$ cat config.mk
export PLATFORM = sky130hd
export DESIGN_NAME = timer2_control_logic
export DESIGN_NICKNAME = d
export VERILOG_FILES = /design/src/rtl/timer2_pkg.sv /design/src/rtl/timer2_control_logic.sv /design/src/rtl/sync_edge.sv /design/src/rtl/byte_counter.sv
export SDC_FILE = /design/constraint.sdc
export NUM_CORES = 1
export LEC_CHECK = 0
export BUFFER_PORTS_ARGS = -buffer_cell sky130_fd_sc_hd__clkbuf_2
export CAP_MARGIN = 10
export CORE_ASPECT_RATIO = 1.4
export CORE_MARGIN = 5
export CORE_UTILIZATION = 57
export CTS_BUF_LIST = sky130_fd_sc_hd__clkbuf_4 sky130_fd_sc_hd__clkbuf_8
export CTS_CLUSTER_SIZE = 20
export DETAILED_ROUTE_END_ITERATION = 12
export HOLD_SLACK_MARGIN = 0.02
export PLACE_DENSITY = 0.93
export SLEW_MARGIN = 20
export SYNTH_ARGS = -nofsm -noshare
export SYNTH_HDL_FRONTEND = slang
export SYNTH_SLANG_ARGS = --single-unit
$ cat constraint.sdc
create_clock -name clk_in -period 2.8 [get_ports clk_in]
set_clock_uncertainty 0.2 [all_clocks]
set_input_delay 0.28 -clock clk_in [delete_from_list [all_inputs] [get_ports clk_in]]
set_output_delay 0.28 -clock clk_in [all_outputs]
set_load 0.02 [all_outputs]
$ cat src/rtl/timer2_pkg.sv
package timer2_pkg;

  // ==========================================================================
  // Register byte addresses
  localparam logic [7:0] CTRL_ADDR       = 8'hc8;
  localparam logic [7:0] RELOAD_ADDR     = 8'hd0;
  localparam logic [7:0] COUNT_ADDR      = 8'hd4;
  localparam logic [7:0] CLKSEL_ADDR     = 8'hd8;
  localparam logic [7:0] IRQ_STATUS_ADDR = 8'hdc;
  localparam logic [7:0] IRQ_CLEAR_ADDR  = 8'he0;
  localparam logic [7:0] IRQ_ENABLE_ADDR = 8'he4;
  localparam logic [7:0] CTRL_SET_ADDR   = 8'he8;
  localparam logic [7:0] CTRL_CLR_ADDR   = 8'hec;

  // ==========================================================================
  // Reset values and masks
  localparam logic [7:0] CTRL_RESET      = 8'h00;
  localparam logic [7:0] CTRL_WRITE_MASK = 8'hfd;
  localparam logic [7:0] BYTE_ZERO       = 8'h00;
  localparam logic [7:0] BYTE_MAX        = 8'hff;
  localparam logic [1:0] CLKSEL_RESET    = 2'h0;

  // ==========================================================================
  // Timebase dividers
  localparam logic [3:0] SYS_DIV_LAST    = 4'hb;
  localparam logic [2:0] EXT_DIV_LAST    = 3'h7;

  // ==========================================================================
  // Interrupt status, clear and enable layout
  localparam int         IRQ_BITS        = 3;
  localparam int         IRQ_HIGH        = 0;
  localparam int         IRQ_LOW         = 1;
  localparam int         IRQ_CAPTURE     = 2;
  localparam logic [2:0] IRQ_RESET       = 3'h0;

  // ==========================================================================
  // Carriers
  typedef struct packed {
    logic high_overflow_flag;
    logic low_overflow_flag;
    logic low_byte_irq_enable;
    logic lfo_capture_enable;
    logic split_mode_select;
    logic run_control;
    logic unused_bit;
    logic ext_timebase_select;
  } ctrl_s;

  typedef struct packed {
    logic high_byte_clock_select;
    logic low_byte_clock_select;
  } clksel_s;

  typedef struct packed {
    logic        cyc;
    logic        stb;
    logic        we;
    logic [7:0]  adr;
    logic [3:0]  sel;
    logic [31:0] dat;
  } wb_req_s;

  typedef struct packed {
    logic        ack;
    logic [31:0] dat;
  } wb_rsp_s;

endpackage

$ cat src/rtl/timer2_control_logic.sv
// Functional notes
// RQ1: High flag set on upper byte rollover
// RQ2: Enabled high flag requests interrupt; software clears
// RQ3: Low flag set on low rollover, sticky
// RQ4: Low byte enable adds low overflow interrupts
// RQ5: Capture copies count to reload, interrupts
// RQ6: Split bit chooses 16-bit or two 8-bit
// RQ7: Run gates counting; split gates high only
// RQ8: Bit 1 reads zero, writes ignored
// RQ9: Timebase sys divided 12 or ext 8
// RQ10: Timebase shared by both split bytes
// RQ11: Control at 0xc8, bit access, reset zero
// RQ12: 16-bit wrap loads reload pair
// RQ13: Split bytes reload from own bytes
// RQ14: Clock select 1 picks undivided clock
// RQ15: Software checks both flags for source
// RQ16: Synchronise oscillator, falling edge one strobe
//
// Chosen here: the Wishbone interface to the registers.
`timescale 1ns/1ns
module timer2_control_logic (
  input  wire logic                clk_in,
  input  wire logic                resetn_in,
  input  wire timer2_pkg::wb_req_s wb_req_in,
  output timer2_pkg::wb_rsp_s      wb_rsp_out,
  input  wire logic                ext_osc_in,
  input  wire logic                low_freq_oscillator_in,
  output logic                     irq_out
);

  // ==========================================================================
  // Declarations
  timer2_pkg::ctrl_s   ctrl;
  timer2_pkg::ctrl_s   next_ctrl;
  timer2_pkg::clksel_s clksel;
  logic [timer2_pkg::IRQ_BITS-1:0] irq_status;
  logic [timer2_pkg::IRQ_BITS-1:0] next_irq_status;
  logic [timer2_pkg::IRQ_BITS-1:0] irq_enable;
  logic [timer2_pkg::IRQ_BITS-1:0] irq_events;
  logic [timer2_pkg::IRQ_BITS-1:0] irq_clear_mask;
  logic [timer2_pkg::IRQ_BITS-1:0] irq_gate;
  logic [7:0]  reload_low;
  logic [7:0]  reload_high;
  logic [7:0]  count_low;
  logic [7:0]  count_high;
  logic        low_carry;
  logic        high_carry;
  logic        low_inc;
  logic        high_inc;
  logic        low_reload_on_wrap;
  logic [3:0]  sys_div;
  logic        sys_tick;
  logic [2:0]  ext_div;
  logic        ext_rise;
  logic        ext_tick;
  logic        timebase_tick;
  logic        low_tick;
  logic        high_tick;
  logic        osc_fall;
  logic        capture_fire;
  logic        ack;
  logic [31:0] rdata;
  logic [31:0] next_rdata;
  logic        req;
  logic        wr_fire;
  logic        lane0;
  logic        lane1;
  logic        hit_ctrl;
  logic        hit_reload;
  logic        hit_count;
  logic        hit_clksel;
  logic        hit_status;
  logic        hit_clear;
  logic        hit_enable;
  logic        hit_set;
  logic        hit_clr;
  logic        wr_ctrl;
  logic        wr_set;
  logic        wr_clr;
  logic [7:0]  wbyte0;
  logic [7:0]  wbyte1;

  // ==========================================================================
  // Wishbone slave handshake
  assign req     = wb_req_in.cyc & wb_req_in.stb;
  assign wr_fire = req & wb_req_in.we & ack;
  assign lane0   = wb_req_in.sel[0];
  assign lane1   = wb_req_in.sel[1];
  assign wbyte0  = wb_req_in.dat[7:0];
  assign wbyte1  = wb_req_in.dat[15:8];

  // Address decode
  assign hit_ctrl   = (wb_req_in.adr == timer2_pkg::CTRL_ADDR);   // RQ11
  assign hit_reload = (wb_req_in.adr == timer2_pkg::RELOAD_ADDR);
  assign hit_count  = (wb_req_in.adr == timer2_pkg::COUNT_ADDR);
  assign hit_clksel = (wb_req_in.adr == timer2_pkg::CLKSEL_ADDR);
  assign hit_status = (wb_req_in.adr == timer2_pkg::IRQ_STATUS_ADDR);
  assign hit_clear  = (wb_req_in.adr == timer2_pkg::IRQ_CLEAR_ADDR);
  assign hit_enable = (wb_req_in.adr == timer2_pkg::IRQ_ENABLE_ADDR);
  assign hit_set    = (wb_req_in.adr == timer2_pkg::CTRL_SET_ADDR);
  assign hit_clr    = (wb_req_in.adr == timer2_pkg::CTRL_CLR_ADDR);

  // Control write strobes, whole byte or bit-set and bit-clear aliases
  assign wr_ctrl = wr_fire & hit_ctrl & lane0;
  assign wr_set  = wr_fire & hit_set & lane0;   // RQ11
  assign wr_clr  = wr_fire & hit_clr & lane0;   // RQ11

  // Ack one cycle after request, dropped after one cycle
  always_ff @(posedge clk_in or negedge resetn_in) begin
    if (!resetn_in) begin
      ack <= 1'b0;
    end else begin
      ack <= req & ~ack;
    end
  end

  // Read mux; unmapped addresses and the irq clear register read zero, set and clear aliases read control
  always_comb begin
    next_rdata = 32'h0000_0000;
    if (hit_ctrl) begin
      next_rdata[7:0] = ctrl;
    end
    if (hit_set | hit_clr) begin
      next_rdata[7:0] = ctrl;
    end
    if (hit_reload) begin
      next_rdata[15:0] = {reload_high, reload_low};
    end
    if (hit_count) begin
      next_rdata[15:0] = {count_high, count_low};
    end
    if (hit_clksel) begin
      next_rdata[1:0] = clksel;
    end
    if (hit_status) begin
      next_rdata[timer2_pkg::IRQ_BITS-1:0] = irq_status;
    end
    if (hit_enable) begin
      next_rdata[timer2_pkg::IRQ_BITS-1:0] = irq_enable;
    end
  end

  // Read data latched as a read's ack rises; writes leave it held
  always_ff @(posedge clk_in or negedge resetn_in) begin
    if (!resetn_in) begin
      rdata <= 32'h0000_0000;
    end else if (req & ~ack & ~wb_req_in.we) begin
      rdata <= next_rdata;
    end
  end

  assign wb_rsp_out = '{ack: ack, dat: rdata};

  // ==========================================================================
  // Timebase generation
  // System clock divided by 12
  always_ff @(posedge clk_in or negedge resetn_in) begin
    if (!resetn_in) begin
      sys_div <= 4'h0;
    end else if (sys_div == timer2_pkg::SYS_DIV_LAST) begin
      sys_div <= 4'h0;
    end else begin
      sys_div <= sys_div + 4'h1;
    end
  end

  assign sys_tick = (sys_div == timer2_pkg::SYS_DIV_LAST);   // RQ9

  // External oscillator brought into the system clock domain
  sync_edge ext_sync (
    .clk_in    (clk_in),
    .resetn_in (resetn_in),
    .async_in  (ext_osc_in),
    .rise_out  (ext_rise),
    .fall_out  ()
  );

  // External clock divided by 8
  always_ff @(posedge clk_in or negedge resetn_in) begin
    if (!resetn_in) begin
      ext_div <= 3'h0;
    end else if (ext_rise) begin
      ext_div <= ext_div + 3'h1;
    end
  end

  assign ext_tick = ext_rise & (ext_div == timer2_pkg::EXT_DIV_LAST);   // RQ9

  // Shared timebase, then per-byte clock select
  assign timebase_tick = ctrl.ext_timebase_select ? ext_tick : sys_tick;   // RQ9
  assign low_tick  = clksel.low_byte_clock_select  ? 1'b1 : timebase_tick;   // RQ14
  assign high_tick = clksel.high_byte_clock_select ? 1'b1 : timebase_tick;   // RQ10

  // ==========================================================================
  // Counter structure
  // Increment enables per mode
  always_comb begin
    if (ctrl.split_mode_select) begin
      low_inc  = low_tick;   // RQ7
      high_inc = ctrl.run_control & high_tick;   // RQ7
    end else begin
      low_inc  = ctrl.run_control & low_tick;   // RQ7
      high_inc = low_carry;   // RQ6
    end
  end

  // Low byte reloads alone in split mode, only on full wrap otherwise
  assign low_reload_on_wrap = ctrl.split_mode_select | (count_high == timer2_pkg::BYTE_MAX);   // RQ12

  byte_counter low_byte (
    .clk_in            (clk_in),
    .resetn_in         (resetn_in),
    .inc_in            (low_inc),
    .reload_on_wrap_in (low_reload_on_wrap),
    .reload_value_in   (reload_low),   // RQ13
    .write_in          (wr_fire & hit_count & lane0),
    .write_value_in    (wbyte0),
    .count_out         (count_low),
    .carry_out         (low_carry)
  );

  byte_counter high_byte (
    .clk_in            (clk_in),
    .resetn_in         (resetn_in),
    .inc_in            (high_inc),
    .reload_on_wrap_in (1'b1),
    .reload_value_in   (reload_high),   // RQ13
    .write_in          (wr_fire & hit_count & lane1),
    .write_value_in    (wbyte1),
    .count_out         (count_high),
    .carry_out         (high_carry)
  );

  // ==========================================================================
  // Low-frequency oscillator capture
  sync_edge osc_sync (
    .clk_in    (clk_in),
    .resetn_in (resetn_in),
    .async_in  (low_freq_oscillator_in),
    .rise_out  (),
    .fall_out  (osc_fall)   // RQ16
  );

  assign capture_fire = ctrl.lfo_capture_enable & osc_fall;   // RQ5

  // Reload pair; capture wins over a software write
  always_ff @(posedge clk_in or negedge resetn_in) begin
    if (!resetn_in) begin
      reload_low  <= timer2_pkg::BYTE_ZERO;
      reload_high <= timer2_pkg::BYTE_ZERO;
    end else if (capture_fire) begin
      reload_low  <= count_low;   // RQ5
      reload_high <= count_high;   // RQ5
    end else begin
      if (wr_fire & hit_reload & lane0) begin
        reload_low <= wbyte0;
      end
      if (wr_fire & hit_reload & lane1) begin
        reload_high <= wbyte1;
      end
    end
  end

  // ==========================================================================
  // Control register
  // Software update first, hardware flag sets override it
  always_comb begin
    next_ctrl = ctrl;
    if (wr_ctrl) begin
      next_ctrl = timer2_pkg::ctrl_s'(wbyte0 & timer2_pkg::CTRL_WRITE_MASK);   // RQ11
    end else if (wr_set) begin
      next_ctrl = timer2_pkg::ctrl_s'(ctrl | (wbyte0 & timer2_pkg::CTRL_WRITE_MASK));
    end else if (wr_clr) begin
      next_ctrl = timer2_pkg::ctrl_s'(ctrl & ~(wbyte0 & timer2_pkg::CTRL_WRITE_MASK));
    end
    next_ctrl.unused_bit = 1'b0;   // RQ8
    if (high_carry | capture_fire) begin
      next_ctrl.high_overflow_flag = 1'b1;   // RQ1
    end
    if (low_carry) begin
      next_ctrl.low_overflow_flag = 1'b1;   // RQ3
    end
  end

  always_ff @(posedge clk_in or negedge resetn_in) begin
    if (!resetn_in) begin
      ctrl <= timer2_pkg::ctrl_s'(timer2_pkg::CTRL_RESET);   // RQ11
    end else begin
      ctrl <= next_ctrl;
    end
  end

  // Per-byte clock select register
  always_ff @(posedge clk_in or negedge resetn_in) begin
    if (!resetn_in) begin
      clksel <= timer2_pkg::clksel_s'(timer2_pkg::CLKSEL_RESET);
    end else if (wr_fire & hit_clksel & lane0) begin
      clksel <= timer2_pkg::clksel_s'(wbyte0[1:0]);   // RQ14
    end
  end

  // ==========================================================================
  // Interrupts
  // Events: high overflow, low overflow, capture
  always_comb begin
    irq_events = timer2_pkg::IRQ_RESET;
    irq_events[timer2_pkg::IRQ_HIGH]    = high_carry | capture_fire;   // RQ2
    irq_events[timer2_pkg::IRQ_LOW]     = low_carry;   // RQ4
    irq_events[timer2_pkg::IRQ_CAPTURE] = capture_fire;   // RQ5
  end

  assign irq_clear_mask = (wr_fire & hit_clear & lane0) ? wbyte0[timer2_pkg::IRQ_BITS-1:0] : timer2_pkg::IRQ_RESET;

  // Sticky status; a new event wins over a clear
  assign next_irq_status = (irq_status & ~irq_clear_mask) | irq_events;

  always_ff @(posedge clk_in or negedge resetn_in) begin
    if (!resetn_in) begin
      irq_status <= timer2_pkg::IRQ_RESET;
    end else begin
      irq_status <= next_irq_status;
    end
  end

  // Interrupt enable register
  always_ff @(posedge clk_in or negedge resetn_in) begin
    if (!resetn_in) begin
      irq_enable <= timer2_pkg::IRQ_RESET;
    end else if (wr_fire & hit_enable & lane0) begin
      irq_enable <= wbyte0[timer2_pkg::IRQ_BITS-1:0];
    end
  end

  // Low overflow only interrupts when the low-byte enable is set
  always_comb begin
    irq_gate = irq_enable;
    irq_gate[timer2_pkg::IRQ_LOW] = irq_enable[timer2_pkg::IRQ_LOW] & ctrl.low_byte_irq_enable;   // RQ4
  end

  // Level interrupt while any enabled status bit is set
  assign irq_out = |(irq_status & irq_gate);   // RQ2

endmodule // timer2_control_logic

$ cat src/rtl/sync_edge.sv
`timescale 1ns/1ns
module sync_edge (
  input  wire logic clk_in,
  input  wire logic resetn_in,
  input  wire logic async_in,
  output logic      rise_out,
  output logic      fall_out
);

  logic meta;
  logic stable;
  logic last;

  // Two-stage synchroniser plus history stage
  always_ff @(posedge clk_in or negedge resetn_in) begin
    if (!resetn_in) begin
      meta   <= 1'b0;
      stable <= 1'b0;
      last   <= 1'b0;
    end else begin
      meta   <= async_in;
      stable <= meta;
      last   <= stable;
    end
  end

  // Single-cycle edge strobes from the stable stages
  always_ff @(posedge clk_in or negedge resetn_in) begin
    if (!resetn_in) begin
      rise_out <= 1'b0;
      fall_out <= 1'b0;
    end else begin
      rise_out <= stable & ~last;
      fall_out <= ~stable & last;
    end
  end

endmodule // sync_edge

$ cat src/rtl/byte_counter.sv
`timescale 1ns/1ns
module byte_counter (
  input  wire logic       clk_in,
  input  wire logic       resetn_in,
  input  wire logic       inc_in,
  input  wire logic       reload_on_wrap_in,
  input  wire logic [7:0] reload_value_in,
  input  wire logic       write_in,
  input  wire logic [7:0] write_value_in,
  output logic [7:0]      count_out,
  output logic            carry_out
);

  // Rollover from all ones on this increment
  assign carry_out = inc_in & (count_out == timer2_pkg::BYTE_MAX);

  // Count, reload on wrap, software load wins
  always_ff @(posedge clk_in or negedge resetn_in) begin
    if (!resetn_in) begin
      count_out <= timer2_pkg::BYTE_ZERO;
    end else if (write_in) begin
      count_out <= write_value_in;
    end else if (carry_out) begin
      count_out <= reload_on_wrap_in ? reload_value_in : timer2_pkg::BYTE_ZERO;
    end else if (inc_in) begin
      count_out <= count_out + 8'h01;
    end
  end

endmodule // byte_counter

==> out/metrics.csv <==
stage,metric,value,unit
grt,global-route wire length before repair,18800,microns
clock_tree,clock tree root driver cell,clkbuf_8,
worst_setup_path,Critical Path Start Type,input pin,
worst_setup_path,Critical Path Fanout Max,7,
synth,proportion of synthesized area in mux cells,0.0638,
clock_tree,post-CTS setup-driven buffer insertion count,0,
detailed_routing,Via density,6.26,
synth,library cells used by synthesis,57,
worst_setup_path,highest-delay cell along the critical path,or4b_4,
synth,"EDFF count, synth",0,
detailed_routing,DRC violation count after routing,0,
timing,final setup fails,0,
power_and_ir_drop,"IR drop worst, VDD",0.000398,V
layout,share of layout cells above drive strength 1,0.177,
grt,initial antenna violation count,0,
power_and_ir_drop,Cell Pwr Density,504,nW/um^2
timing,final hold violation count,0,
synth,cell taking the most area after synthesis,dfrtp_1,
synth,Async SR Flop Fraction,1.00,
grt,busiest grt layer,met2,
floorplanning,Starting Density,0.580,
synth,main combinational cell family by area after synthesis,simple AND/OR/NAND/NOR gates,
clock_tree,number of H-tree levels,3,
grt,global-route track usage on met3,0.0389,
grt,global routing usage on met1,0.289,
grt,number of global-route vias before repair,3891,
floorplanning,Die Width,82.9,microns
synth,number of cells produced by synthesis,450,
worst_setup_path,cells along the critical path,dlygate4sd3_1 -> clkbuf_2 -> and4_1 -> nand2_1 -> or4b_4 -> o21bai_1 -> a221o_1,
floorplanning,Total Die Area,9290,sq um
layout,number of nets in the finished design,571,
synth,cell area after synthesis,4240,sq um
placed_design,Post-DP HPWL,7780,microns
clock_tree,clock transition at the register clock pins on the worst setup and hold paths after CTS,0.08,ns
grt,met2 track demand over resource in global routing,0.444,
synth,sequential fraction of the synthesis area,0.466,
placed_design,placer congestion estimate,0.953,
status,outcome,completed,
detailed_routing,Routed Antenna Nets,0,
floorplanning,standard cell core area,7310,sq um
grt,largest net degree at the start of global routing,80,
synth,"synthesized-area fraction occupied by ao, oa, aoi and oai cells",0.189,
placed_design,IO Port Bufs,50,
synth,most common cell in the synthesized netlist,dfrtp_1,
synth,leading register cell type out of synthesis,dfrtp_1,
detailed_routing,drt first pass iters,8,
floorplanning,Die Y,112,microns
synth,share of the synthesized area in the top cell type,0.466,
detailed_routing,Wirelength per Cell,18.4,microns
synth,post-synthesis register bit count,79,
detailed_routing,total via count in the routed design,3855,
worst_setup_path,Worst EP required,2.85,ns
clock_tree,CTS tree,built,
synth,dominant cells by area after synthesis,"dfrtp_1 47%, nor2_1 4.9%, a21oi_1 4.6%",
timing,final critical-path required period,2.51,ns
timing,final cycle utilization of the critical path,0.897,
min_path,hold crit path type,input pin to flip-flop,
clock_tree,number of CTS-inserted buffers,9,
timing,slew of the pin with the lowest slew margin,0.964,ns
layout,number of fillers in the final layout,578,
timing,unrepaired setup endpoints after global routing,false,
run,Max-Cap Viols,0,
timing,number of slew-limit violations in the final report,0,
clock_tree,later-pin clock latency in the skew report,0.36,ns
layout,Antenna Cells,0,
layout,area added between synthesis and finish,15.8,%
detailed_routing,Starting DRT DRC Count,536,
clock_tree,CTS sink cnt,79,
worst_setup_path,data arrival time of the critical path,2.56,ns
timing,remaining max-slew budget at the tightest pin,0.357,
synth,adder-cell area share of the yosys netlist,0.0148,
synth,share of the synthesized netlist area taken by xor and xnor gates,0.0186,
grt,GRT Resource Usage Total,0.251,
power_and_ir_drop,Final Total Pwr,2.47,mW
worst_setup_path,delay of the slowest critical-path stage,0.62,ns
clock_tree,Max Root-Sink Buffers,2,
timing,timing-limited maximum frequency,0.398,GHz
power_and_ir_drop,total leakage power,2.28,nW
timing,TNS Setup,0,ns
floorplanning,I/O pin count,85,
synth,commonest cells in the netlist,"79 x dfrtp_1, 55 x nor2_1, 49 x nand2_1",
worst_setup_path,Crit Path Category,input pin to flip-flop,
detailed_routing,routed wire length,11300,microns
worst_setup_path,crit end category,flip-flop,
floorplanning,standard-cell rows,37,
synth,area share of and/or/nand/nor cells after synthesis,0.196,
timing,Worst Hold Margin,0.0432,ns
grt,"Remaining Overflow, GRT",0,
synth,synthesis warning total,0,
synth,synthesized area per cell,9.42,sq um
per-layer routing:
layer,up-vias,share of wire,routed length [microns]
met1,1855,0.36,4100
met4,0,0.041,459
met3,45,0.064,730
li1,1751,-,-
met2,204,0.53,6040
met5,-,0,0
final timing paths:
path | start | endpoint | slack (ns) | cells after the start
setup reg to reg | low_byte.count_out[0] | high_byte.count_out[7] | 0.33 | 7
hold / removal | wb_req_in[15] | high_byte.count_out[7] | 0.04 | 3
setup / recovery | wb_req_in[45] | ctrl[7] | 0.29 | 7
min in group asynchronous | resetn_in | rdata[9] | 0.42 | 2
hold reg to reg | osc_sync.meta | osc_sync.stable | 0.16 | 0
max in group asynchronous | resetn_in | irq_enable[1] | 1.36 | 2
layout make-up:
type                            instances  area (sq um)  share of cell area
Clock buffer                           12           159              0.0324
Clock inverter                          3          42.5             0.00866
Inverter                                2          7.51             0.00153
Timing Repair Buffer                   77           495               0.101
Multi-Input combinational cell        346          2110               0.429
Tap cell                               97           121              0.0247
Sequential cell                        79          1980               0.403
cell families after synthesis:
| logic type | count (synthesis) |
|---|---|
| AO/OA/AOI/OAI | 120 |
| XOR/XNOR | 9 |
| adder cells (fa/ha/maj) | 5 |
| buffers and inverters | 40 |
| flip-flops | 79 |
| multiplexers | 26 |
| other | 1 |
| AND/OR/NAND/NOR | 170 |
flip-flops by register name, summed over array words and instances, names as in the netlist, 2 cells and up, named ones only:
| signal | cells |
|---|---|
| irq_status | 3 |
| clksel | 2 |
| irq_enable | 3 |
| low_byte.count_out | 8 |
| rdata | 16 |
| high_byte.count_out | 8 |
| ext_div | 3 |
| ctrl | 2 |
| reload_low | 8 |
| sys_div | 4 |
| reload_high | 8 |
cell usage in the layout, fill, tap and decap left out, types with 4 or more instances in the layout:
cell type | netlist | final
clkbuf_8 | 0 | 11
xor2_1 | 4 | 4
a41oi_1 | 4 | 4
conb_1 | 1 | 16
dlygate4sd3_1 | 0 | 16
nor2_1 | 55 | 55
xnor2_1 | 5 | 5
nor3_1 | 11 | 10
and4_1 | 5 | 5
ha_1 | 5 | 5
nand2_1 | 49 | 49
a21o_1 | 4 | 4
a22oi_1 | 11 | 11
clkbuf_2 | 0 | 49
a222oi_1 | 5 | 5
and3_1 | 10 | 10
mux2_2 | 8 | 8
a21oi_1 | 39 | 39
mux2i_1 | 18 | 18
a31oi_1 | 6 | 6
dfrtp_1 | 79 | 79
buf_4 | 17 | 12
o21ai_0 | 22 | 22
nand3_1 | 18 | 18
power by group:
part / internal (mW) / switching [mW] / total [mW]
registers: 1.22 / 0.0507 / 1.27
clock network: 0.464 / 0.390 / 0.854
logic: 0.134 / 0.212 / 0.346
total: 1.82 / 0.653 / 2.47
worst max-delay path: cells and delay by family:
family	cells	cell delay, ns
and+or+nand+nor	3	1.08
buffers and inverters	2	0.64
AOI/OAI and AO/OA	2	0.55
timing repair:
action,4_1_cts,5_1_grt
endpoints found under the hold margin,96,0
hold buffers,16,0
resized for setup,0,0
metrics by stage:
| step | util | cells | cell area (sq um) | setup WS (ns) |
|---|---|---|---|---|
| finish | 0.671 | 616 | 4910 | 0.290 |
| global route | 0.671 | 616 | 4910 | 0.228 |
| CTS | 0.671 | 616 | 4910 | 0.321 |
| detailed placement | 0.622 | 585 | 4550 | 0.386 |
| global placement | 0.622 | 585 | 4550 | 0.456 |
| floorplan | - | 465 | 4300 | 0.628 |
No activity file was read; power rests on OpenSTA's default activity.
